===== config.mk =====
export PLATFORM = sky130hd
export DESIGN_NAME = ssc_slave
export DESIGN_NICKNAME = d
export VERILOG_FILES = /design/src/pkg/ssc_pkg.sv /design/src/hw/ssc_fifo.sv /design/src/hw/ssc_slave.sv
export SDC_FILE = /design/constraint.sdc
export NUM_CORES = 1
export LEC_CHECK = 0
export BUFFER_PORTS_ARGS = -buffer_cell sky130_fd_sc_hd__buf_2
export CORE_MARGIN = 10
export CORE_UTILIZATION = 45
export DETAILED_ROUTE_END_ITERATION = 16
export GPL_TIMING_DRIVEN = 0
export HOLD_SLACK_MARGIN = 0.05
export SLEW_MARGIN = 20
export SYNTH_ARGS = -nofsm -noshare
export SYNTH_HDL_FRONTEND = slang
export SYNTH_SLANG_ARGS = --single-unit

===== constraint.sdc =====
create_clock -name ref_clk -period 2.5 [get_ports ref_clk]
set_input_delay 0.25 -clock ref_clk [delete_from_list [all_inputs] [get_ports ref_clk]]
set_output_delay 0.25 -clock ref_clk [all_outputs]
set_load 0.005 [all_outputs]

===== src/pkg/ssc_pkg.sv =====
// Package: constants and types of the sensor SPI command slave
package ssc_pkg;

    localparam int CLK_PERIOD_NS  = 100;
    localparam int RELOAD_TIME_US = 150;
    localparam int RELOAD_CYC     = (RELOAD_TIME_US * 1000) / CLK_PERIOD_NS;
    localparam int TICK_W         = 11;
    localparam logic [TICK_W-1:0] RELOAD_LAST = TICK_W'(RELOAD_CYC - 1);

    localparam int CMD_W      = 8;
    localparam int ACC_W      = 11;
    localparam int TEMP_W     = 8;
    localparam int TX_W       = 16;
    localparam int FIFO_DEPTH = 8;
    localparam logic [3:0] BIT_LAST = 4'h7;

    // Command codes, MSB first on the wire
    localparam logic [CMD_W-1:0] NORMAL_RUN_CMD      = 8'h00;
    localparam logic [CMD_W-1:0] TEMP_READ_WRITE_CMD = 8'h08;
    localparam logic [CMD_W-1:0] SELFTEST_X_CMD      = 8'h0E;
    localparam logic [CMD_W-1:0] SELFTEST_Y_CMD      = 8'h0F;
    localparam logic [CMD_W-1:0] ACCEL_X_READ_CMD    = 8'h10;
    localparam logic [CMD_W-1:0] ACCEL_Y_READ_CMD    = 8'h11;

    typedef enum logic [1:0] {
        PH_IDLE,
        PH_CMD,
        PH_DATA,
        PH_BLOCK
    } ssc_phase_t;

    // One received write byte with the command that carried it
    typedef struct packed {
        logic [CMD_W-1:0]  cmd;
        logic [TEMP_W-1:0] data;
    } ssc_wr_t;

    typedef struct packed {
        logic              sel_s1;
        logic              sel_s2;
        logic              sel_s3;
        logic              sck_s1;
        logic              sck_s2;
        logic              sck_s3;
        logic              mosi_s1;
        logic              mosi_s2;
        ssc_phase_t        phase;
        logic [3:0]        bit_cnt;
        logic [CMD_W-1:0]  rx_sh;
        logic [CMD_W-1:0]  cmd;
        logic              wr_cmd;
        logic [TX_W-1:0]   tx_sh;
        logic              tx_on;
        logic              drive;
        logic              miso;
        logic              st_x;
        logic              st_y;
        logic [ACC_W-1:0]  hold_x;
        logic [ACC_W-1:0]  hold_y;
        logic [TEMP_W-1:0] hold_t;
        logic [TICK_W-1:0] tick;
        logic              push;
        ssc_wr_t           push_word;
        logic              overrun;
    } ssc_state_t;

    // Selects idle high; self tests off, i.e. normal run mode
    localparam ssc_state_t SSC_STATE_RST = '{
        sel_s1  : 1'b1,
        sel_s2  : 1'b1,
        sel_s3  : 1'b1,
        phase   : PH_IDLE,
        default : '0
    };

endpackage


===== src/hw/ssc_fifo.sv =====
// FIFO with a registered output stage for received write bytes
`timescale 1ns/1ps
module ssc_fifo #(
    parameter int W     = 16,
    parameter int DEPTH = 8
) (
    input  wire logic         ref_clk,
    input  wire logic         reset_n,
    input  wire logic         in_valid,
    output logic              in_ready,
    input  wire logic [W-1:0] in_data,
    output logic              out_valid,
    input  wire logic         out_ready,
    output logic [W-1:0]      out_data
);
    // DEPTH must be a power of two so the pointers wrap by themselves
    localparam int AW = $clog2(DEPTH);

    typedef struct packed {
        logic [DEPTH-1:0][W-1:0] mem;
        logic [AW-1:0]           wr_ptr;
        logic [AW-1:0]           rd_ptr;
        logic [AW:0]             count;
        logic                    out_valid;
        logic [W-1:0]            out_data;
    } ssc_fifo_state_t;

    ssc_fifo_state_t st_reg;
    ssc_fifo_state_t st_next;
    logic            push;
    logic            pop;

    assign in_ready  = (st_reg.count != (AW+1)'(DEPTH));
    assign push      = in_valid && in_ready;
    assign pop       = (st_reg.count != '0) && (!st_reg.out_valid || out_ready);
    assign out_valid = st_reg.out_valid;
    assign out_data  = st_reg.out_data;

    always_comb begin
        st_next = st_reg;
        if (st_reg.out_valid && out_ready) begin
            st_next.out_valid = 1'b0;
        end
        if (pop) begin
            st_next.out_valid = 1'b1;
            st_next.out_data  = st_reg.mem[st_reg.rd_ptr];
            st_next.rd_ptr    = st_reg.rd_ptr + 1'b1;
        end
        if (push) begin
            st_next.mem[st_reg.wr_ptr] = in_data;
            st_next.wr_ptr             = st_reg.wr_ptr + 1'b1;
        end
        st_next.count = st_reg.count + (AW+1)'(push) - (AW+1)'(pop);
    end

    always_ff @(posedge ref_clk or negedge reset_n) begin
        if (!reset_n) begin
            st_reg <= '0;
        end else begin
            st_reg <= st_next;
        end
    end

endmodule


===== src/hw/ssc_slave.sv =====
// SPI command slave of a two-axis accelerometer, oversampling the link
`timescale 1ns/1ps
module ssc_slave
    import ssc_pkg::*;
#(
    parameter bit TWO_AXIS = 1'b1,
    parameter int WR_DEPTH = FIFO_DEPTH
) (
    input  wire logic              ref_clk,
    input  wire logic              reset_n,
    input  wire logic              select_n,
    input  wire logic              sck,
    input  wire logic              mosi,
    output logic                   miso_o,
    output logic                   miso_oe,
    input  wire logic [ACC_W-1:0]  accel_x,
    input  wire logic [ACC_W-1:0]  accel_y,
    input  wire logic [TEMP_W-1:0] temp_in,
    input  wire logic              lock_open,
    output logic                   selftest_x,
    output logic                   selftest_y,
    output logic                   measure_mode,
    output logic                   wr_valid,
    input  wire logic              wr_ready,
    output ssc_wr_t                wr_data,
    output logic                   overrun
);

    ////////////////////////////////////////////////////////////////////////
    // Edge detection on the synchronised pins

    ssc_state_t       st_reg;
    ssc_state_t       st_next;
    logic             sel_rise;
    logic             sel_fall;
    logic             sel_steady;
    logic             sck_rise;
    logic             sck_fall;
    logic             reload;
    logic [CMD_W-1:0] rx_next;
    logic             cmd_done;
    logic             cmd_unk;
    logic             fifo_ready;

    // Only the second and third stages are looked at
    assign sel_rise   = st_reg.sel_s2 && !st_reg.sel_s3;
    assign sel_fall   = !st_reg.sel_s2 && st_reg.sel_s3;
    assign sel_steady = (st_reg.sel_s2 == st_reg.sel_s3);
    assign sck_rise   = st_reg.sck_s2 && !st_reg.sck_s3;
    assign sck_fall   = !st_reg.sck_s2 && st_reg.sck_s3;
    assign reload     = (st_reg.tick == RELOAD_LAST);
    assign rx_next    = {st_reg.rx_sh[CMD_W-2:0], st_reg.mosi_s2};
    assign cmd_done   = sel_steady && sck_rise && (st_reg.phase == PH_CMD)
                        && (st_reg.bit_cnt == BIT_LAST);
    assign cmd_unk    = !(rx_next inside {NORMAL_RUN_CMD, TEMP_READ_WRITE_CMD,
                                          SELFTEST_X_CMD, SELFTEST_Y_CMD,
                                          ACCEL_X_READ_CMD, ACCEL_Y_READ_CMD});

    ////////////////////////////////////////////////////////////////////////
    // Next state

    always_comb begin
        st_next         = st_reg;
        st_next.sel_s1  = select_n;
        st_next.sel_s2  = st_reg.sel_s1;
        st_next.sel_s3  = st_reg.sel_s2;
        st_next.sck_s1  = sck;
        st_next.sck_s2  = st_reg.sck_s1;
        st_next.sck_s3  = st_reg.sck_s2;
        st_next.mosi_s1 = mosi;
        st_next.mosi_s2 = st_reg.mosi_s1;
        st_next.push    = 1'b0;

        // Free-running reload timer; holds freeze while the host selects
        if (reload) begin
            st_next.tick = '0;
        end else begin
            st_next.tick = st_reg.tick + 1'b1;
        end
        if (reload && st_reg.sel_s2) begin
            st_next.hold_x = accel_x;
            st_next.hold_y = accel_y;
            st_next.hold_t = temp_in;
        end

        if (sel_rise) begin
            st_next.phase   = PH_IDLE;
            st_next.bit_cnt = '0;
            st_next.cmd     = '0;
            st_next.rx_sh   = '0;
            st_next.wr_cmd  = 1'b0;
            st_next.tx_on   = 1'b0;
            st_next.drive   = 1'b0;
        end else if (sel_fall) begin
            st_next.phase   = PH_CMD;
            st_next.bit_cnt = '0;
            st_next.rx_sh   = '0;
            st_next.overrun = 1'b0;
        end else if (sck_rise) begin
            case (st_reg.phase)
                PH_CMD: begin
                    st_next.rx_sh   = rx_next;
                    st_next.bit_cnt = st_reg.bit_cnt + 1'b1;
                    if (st_reg.bit_cnt == BIT_LAST) begin
                        st_next.bit_cnt = '0;
                        st_next.cmd     = rx_next;
                        st_next.phase   = PH_DATA;
                        case (rx_next)
                            NORMAL_RUN_CMD: begin
                                st_next.st_x = 1'b0;
                                st_next.st_y = 1'b0;
                            end
                            TEMP_READ_WRITE_CMD: begin
                                st_next.tx_sh  = {st_reg.hold_t,
                                                  {(TX_W-TEMP_W){1'b0}}};
                                st_next.tx_on  = 1'b1;
                                st_next.wr_cmd = 1'b1;
                            end
                            SELFTEST_X_CMD: begin
                                st_next.st_x = 1'b1;
                            end
                            SELFTEST_Y_CMD: begin
                                if (TWO_AXIS) begin
                                    st_next.st_y = 1'b1;
                                end else begin
                                    st_next.phase = PH_BLOCK;
                                end
                            end
                            ACCEL_X_READ_CMD: begin
                                st_next.tx_sh = {st_reg.hold_x,
                                                 {(TX_W-ACC_W){1'b0}}};
                                st_next.tx_on = 1'b1;
                            end
                            ACCEL_Y_READ_CMD: begin
                                if (TWO_AXIS) begin
                                    st_next.tx_sh = {st_reg.hold_y,
                                                     {(TX_W-ACC_W){1'b0}}};
                                    st_next.tx_on = 1'b1;
                                end else begin
                                    st_next.phase = PH_BLOCK;
                                end
                            end
                            default: begin
                                // Extra commands log their data bytes while lock_open is set, else block the frame
                                if (lock_open) begin
                                    st_next.wr_cmd = 1'b1;
                                end else begin
                                    st_next.phase = PH_BLOCK;
                                end
                            end
                        endcase
                    end
                end
                PH_DATA: begin
                    // Data bytes follow the command with no gap
                    if (st_reg.wr_cmd) begin
                        st_next.rx_sh   = rx_next;
                        st_next.bit_cnt = st_reg.bit_cnt + 1'b1;
                        if (st_reg.bit_cnt == BIT_LAST) begin
                            st_next.bit_cnt        = '0;
                            st_next.push           = 1'b1;
                            st_next.push_word.cmd  = st_reg.cmd;
                            st_next.push_word.data = rx_next;
                        end
                    end
                end
                default: begin
                    // Idle and blocked frames take no input
                    st_next.bit_cnt = st_reg.bit_cnt;
                end
            endcase
        end else if (sck_fall && st_reg.tx_on) begin
            // After the last data bit zeros follow until select rises
            st_next.miso  = st_reg.tx_sh[TX_W-1];
            st_next.tx_sh = {st_reg.tx_sh[TX_W-2:0], 1'b0};
            st_next.drive = 1'b1;
        end

        // A byte lost to a full buffer is flagged; set beats frame clear
        if (st_reg.push && !fifo_ready) begin
            st_next.overrun = 1'b1;
        end
    end

    always_ff @(posedge ref_clk or negedge reset_n) begin
        if (!reset_n) begin
            st_reg <= SSC_STATE_RST;
        end else begin
            st_reg <= st_next;
        end
    end

    ////////////////////////////////////////////////////////////////////////
    // Write byte buffer and outputs

    ssc_fifo #(
        .W     ($bits(ssc_wr_t)),
        .DEPTH (WR_DEPTH)
    ) u_wr_fifo (
        .ref_clk   (ref_clk),
        .reset_n   (reset_n),
        .in_valid  (st_reg.push),
        .in_ready  (fifo_ready),
        .in_data   (st_reg.push_word),
        .out_valid (wr_valid),
        .out_ready (wr_ready),
        .out_data  (wr_data)
    );

    assign miso_o       = st_reg.miso;
    assign miso_oe      = st_reg.drive;
    assign selftest_x   = st_reg.st_x;
    assign selftest_y   = st_reg.st_y;
    assign measure_mode = !st_reg.st_x && !st_reg.st_y;
    assign overrun      = st_reg.overrun;
endmodule


==> results of run 1 <==
==> critical path, cell delays in order, from the launching register on <==
cell and delay, ps:
dfrtp_1 320, inv_1 60, ha_1 210, a21oi_2 490
nand4b_2 460, buf_2 370, mux2_2 300
==> kinds of logic after synthesis <==
family,synth area share [%]
AOI/OAI and AO/OA,5.118
xor gates and xnor gates,1.036
adders and majority gates,1.649
buffers and inverters,3.510
DFF,55.01
muxes,27.30
and+or+nand+nor,6.376
==> cells in the final DEF, fill, tap and decap left out, types with 5 or more instances in the layout <==
master,count
mux2_4,30
mux2_2,158
xor2_1,5
nor2b_1,5
clkbuf_16,29
buf_2,68
mux4_2,32
nand2_1,45
a22oi_1,8
o21ai_0,23
mux2i_1,28
dfrtp_1,257
buf_4,25
ha_1,14
dlygate4sd3_1,35
clkinv_2,13
nor2_1,34
nor3_1,8
o311ai_0,7
o211ai_1,8
a21oi_1,23
xnor2_1,9
clkbuf_1,32
inv_1,20
nand3_1,14
==> final cells by class <==
type,instances,area share (%)
sequential,260,46.42
inverter,20,0.5353
multi-input combinational,512,35.22
clock inverter,20,1.329
buffer,63,2.418
clock buffer,32,5.397
tap,335,2.989
timing repair buffer,105,5.692
==> power breakdown <==
group	switching, mW	total, mW	internal (mW)	leakage (nW)
sequential	0.166	4.66	4.50	3.46
combinational	1.01	1.90	0.888	2.85
clock	1.69	4.17	2.48	0.471
==> timing repair <==
action | 4_1_cts | 5_1_grt
endpoints found under the setup margin | 34 | 53
pin swaps | 0 | 3
buffers inserted | 0 | 8
hold buffers | 35 | 0
gates resized for setup | 8 | 1
endpoints found under the hold margin | 164 | 0
==> layer usage <==
layer / global-route usage [%] / vias up
li1: - / 3373
met1: 20.69 / 3592
met2: 24.35 / 108
met3: 2.690 / 24
met4: 2.831 / 0
met5: 0 / -
==> final timing paths <==
| check | from | endpoint | slack (ps) | cells after the start |
|---|---|---|---|---|
| worst max-delay path | u_wr_fifo.st_reg[19] | u_wr_fifo.st_reg[121] | 160 | 6 |
| worst min register to register | st_next[103] | rx_next[0] | 350 | 0 |
| worst max register to register | u_wr_fifo.st_reg[19] | u_wr_fifo.st_reg[121] | 160 | 6 |
| min in group asynchronous | reset_n | u_wr_fifo.st_reg[92] | 210 | 2 |
| worst min-delay path | lock_open | st_reg[101] | 170 | 4 |
| max in group asynchronous | reset_n | st_next[108] | 1540 | 3 |
==> flow_summary.toml, run 1 <==
[global_route]
grt_pass1_wl_um = 41280
grt_use_total_pct = 14.99
grt_overflow = 0
grt_max_degree = 84
grt_pass1_vias = 7655
antenna_found_initial = 0

[route]
num_vias = 7097
wire_per_inst_um = 18.35
drc = 0
met3WireLength_um = 991
vias_per_cell = 5.269
wl_met1_um = 11970
postRouteAntennaNets = 0
routed_wl_um = 24720
dr.pass1.iters = 4
drt_iter0_drc = 493
top_layer = "met4"
wl_met2_um = 11480

[timing]
finalMaxSlewViolations = 0
setup_viol = 0
rsz0062_at_grt = "false"
max_freq_mhz = 426.8
finalHoldViolCount = 0
maxSlewHeadroom_pct = 37.24
period_minus_slack_ps = 2343
layout_setup_ws_ps = 157.2
finalClockSkew_ps = 18.42
fin_crit_sh_pct = 93.71
fin_hold_ws_ps = 172.2
fin_tns_setup_ps = 0
worstMarginPinSlew_ps = 941.4

[cts]
cts_tree = "yes"
clock_latency_ps = 540
cts.sinks = 260
h-tree-depth = 1
cts.path.max_buffers = 3
cts_buffers = 28
path_clk_slew_ps = 60
cts-root-buf = "clkbuf_16"

[run]
cap_violations = 0

[floorplanning]
ios = 60
start_util_pct = 45.54
die_area_um2 = 33180
die_h_um = 182.2
num_rows = 59
chipWidth_um = 182.2
core_um2 = 25980

[logic_synthesis]
postSynthCellCount = 857
synth_edf_count = 0
ys.flop_type = "dfrtp_1"
yosysUniqueCellTypes = 64
ys_ff_latch = 260
synth_area_per_cell_um2 = 13.81
syn_nets = 909
ys_top_cells_by_area = "dfrtp_1, mux2_2, mux4_2"
syn_area_um2 = 11830
synth_top_area_share_pct = 54.35
synthTopCellsByCount = "dfrtp_1, mux2_2, nand2_1"
yosys_warnings = 0
async_flop_share_pct = 100.0
ys_seq_area_share_pct = 55.01
yosys.cell_count.top_type = "dfrtp_1"
yosys.area.top_type = "dfrtp_1"

[layout]
antenna_cells = 0
fill_cells = 2219
area_delta_synth_final_pct = 18.51
finalNonFillerCells = 1347
final_nets = 1042
drive_gt1_share_pct = 38.83
largest_reg_flops = 138
utilization_pct = 53.97
multi_input_area_um2 = 4940
stdcell_area_um2 = 14020
seq_area_um2 = 6510

[place]
post-place-ws_ps = -728.1
place_congestion = 0.8125
dp_cells = 1254
hpwl_um = 16380
portBuffers = 59
place_area_um2 = 12640

[pwr]
power_density_nw_per_um2 = 765.6
p_total_mw = 10.74
p_leak_nw = 6.781
irDropWorstVdd_mv = 0.4913

[status]
outcome = "finished, final reports clean"

[worst_setup_path]
endpoint_kind = "flip-flop"
required_ps = 2910
path_max_fanout = 10
start_kind = "flip-flop"
critPathKind = "reg -> reg"
arrival_ps = 2750

[hold_path]
hold_class = "in -> reg"
Note: power is estimated with default switching activity, not from simulation.
==> run 2: changes to the inputs <==
Settings changed: CORE_UTILIZATION 45 to 41, CTS_CLUSTER_SIZE set to 28.
Clock period 2.5 ns to 2.75 ns, I/O delays scaled along.
==> flow_summary.toml, run 2 (synthesis results as in run 1) <==
[status]
outcome = "finished, final reports clean"

[cts]
cts_tree = "yes"
cts.path.max_buffers = 3
h-tree-depth = 1
path_clk_slew_ps = 60
post-cts-setup-buffer-count = 0
cts.sinks = 260
cts-root-buf = "clkbuf_16"
clock_latency_ps = 540
cts_buffers = 29

[layout]
antenna_cells = 0
mostFrequentLayoutCells = "dfrtp_1, mux2_2, buf_2, nand2_1, clkbuf_1"
area_delta_synth_final_pct = 18.26
utilization_pct = 48.89
largest_reg_flops = 138
drive_gt1_share_pct = 37.59
fill_cells = 2528
final_nets = 1035
mostFrequentLayoutCell = "dfrtp_1"

[worst_setup_path]
r2r_cells = 7
required_ps = 3160
rr_startpoint = "u_wr_fifo.st_reg[19]"
endpoint_kind = "flip-flop"
start_kind = "flip-flop"
r2r-end = "u_wr_fifo.st_reg[135]"
worstSetupEndpoint = "u_wr_fifo.st_reg[135]"
path_max_fanout = 10
critPathKind = "reg -> reg"
r2r_setup_slack_ps = 200
arrival_ps = 2960
crit_path_start = "u_wr_fifo.st_reg[19]"

[route]
dr.pass1.iters = 4
drt_iter0_drc = 392
num_vias = 7143
routed_wl_um = 24960
wire_per_inst_um = 17.99
postRouteAntennaNets = 0
drc = 0
vias_per_cell = 5.150

[timing]
max_freq_mhz = 392.5
worstMarginPinSlew_ps = 936.1
fin_crit_sh_pct = 92.63
maxSlewHeadroom_pct = 37.60
finalHoldViolCount = 0
rsz0062_at_grt = "false"
finalMaxSlewViolations = 0
fin_tns_setup_ps = 0
period_minus_slack_ps = 2547
setup_viol = 0
fin_hold_ws_ps = 88.22
finalClockSkew_ps = 17.71

[floorplanning]
die_area_um2 = 36060
ios = 60
die_h_um = 189.9
core_um2 = 28630
start_util_pct = 41.34
num_rows = 62
chipWidth_um = 189.9

[pwr]
p_leak_nw = 6.729
irDropWorstVdd_mv = 0.4166
power_density_nw_per_um2 = 704.5

[global_route]
grt_pass1_vias = 7641
grt_util_met1_pct = 19.35
antenna_found_initial = 0
grt_max_degree = 98
grt_pass1_wl_um = 41690
use_met2_pct = 22.71
grt_use_total_pct = 14.08
grt_overflow = 0
grt-busiest-layer = "met2"
met3_usage_pct = 2.563

[hold_path]
hold_class = "in -> reg"
whs_path_depth = 3

[place]
portBuffers = 59
hpwl_um = 16550
place_congestion = 0.7966

[run]
cap_violations = 0
[run 2: where the power goes]
group | total, mW | switching [mW] | internal, mW
Sequential | 4.24 | 0.150 | 4.09
Clock | 3.89 | 1.50 | 2.39
Combinational | 1.73 | 0.929 | 0.798
[run 2: worst min path at each step]
stage	from	endpoint	slack, ps
final	wr_ready	u_wr_fifo.out_valid	90
after global routing	wr_ready	u_wr_fifo.out_valid	80
after CTS	wr_ready	u_wr_fifo.out_valid	50
after detailed placement	reset_n	u_wr_fifo.out_data[1]	330
after global placement	st_next[106]	st_next[105]	330
after floorplan	reset_n	miso_o	-20
[run 2: stage by stage]
step	cells	area (um2)	power (mW)	setup slack [ps]
floorplan	857	11830	5.441	326.7
global placement	1300	12610	5.988	-3474
detailed placement	1302	12670	6.029	-443.1
CTS	1387	13990	10.02	36.26
global route	1387	13990	10.38	33.05
finish	1387	13990	9.860	202.5
[run 2: timing repair]
action,4_1_cts,5_1_grt
gates resized for setup,2,1
hold buffers,34,0
hold endpoints to repair,118,0
endpoints found under the setup margin,3,3
[run 2: final cells by class]
cell class | instances | area (um2) | share of cell area (%)
buffer | 65 | 341.6 | 2.441
clock buffer | 42 | 844.6 | 6.035
clock inverter | 9 | 122.6 | 0.8762
inverter | 20 | 75.07 | 0.5364
multi-input combinational | 512 | 4920 | 35.15
sequential | 260 | 6510 | 46.52
tap | 384 | 480.5 | 3.433
timing repair buffer | 95 | 700.7 | 5.007
[run 2: worst max-delay path: stages, from the launching register on]
cell     delay [ps]
dfrtp_1         320
inv_1            60
ha_1            220
or3b_2          210
nand3_1         160
nor2_1          640
buf_2           440
mux2_2          380
[run 2: metal layers]
layer | share of wire (%) | vias up
li1 | - | 3349
met1 | 47 | 3640
met2 | 47 | 119
met3 | 3.9 | 35
met4 | 1.8 | 0
met5 | 0 | -
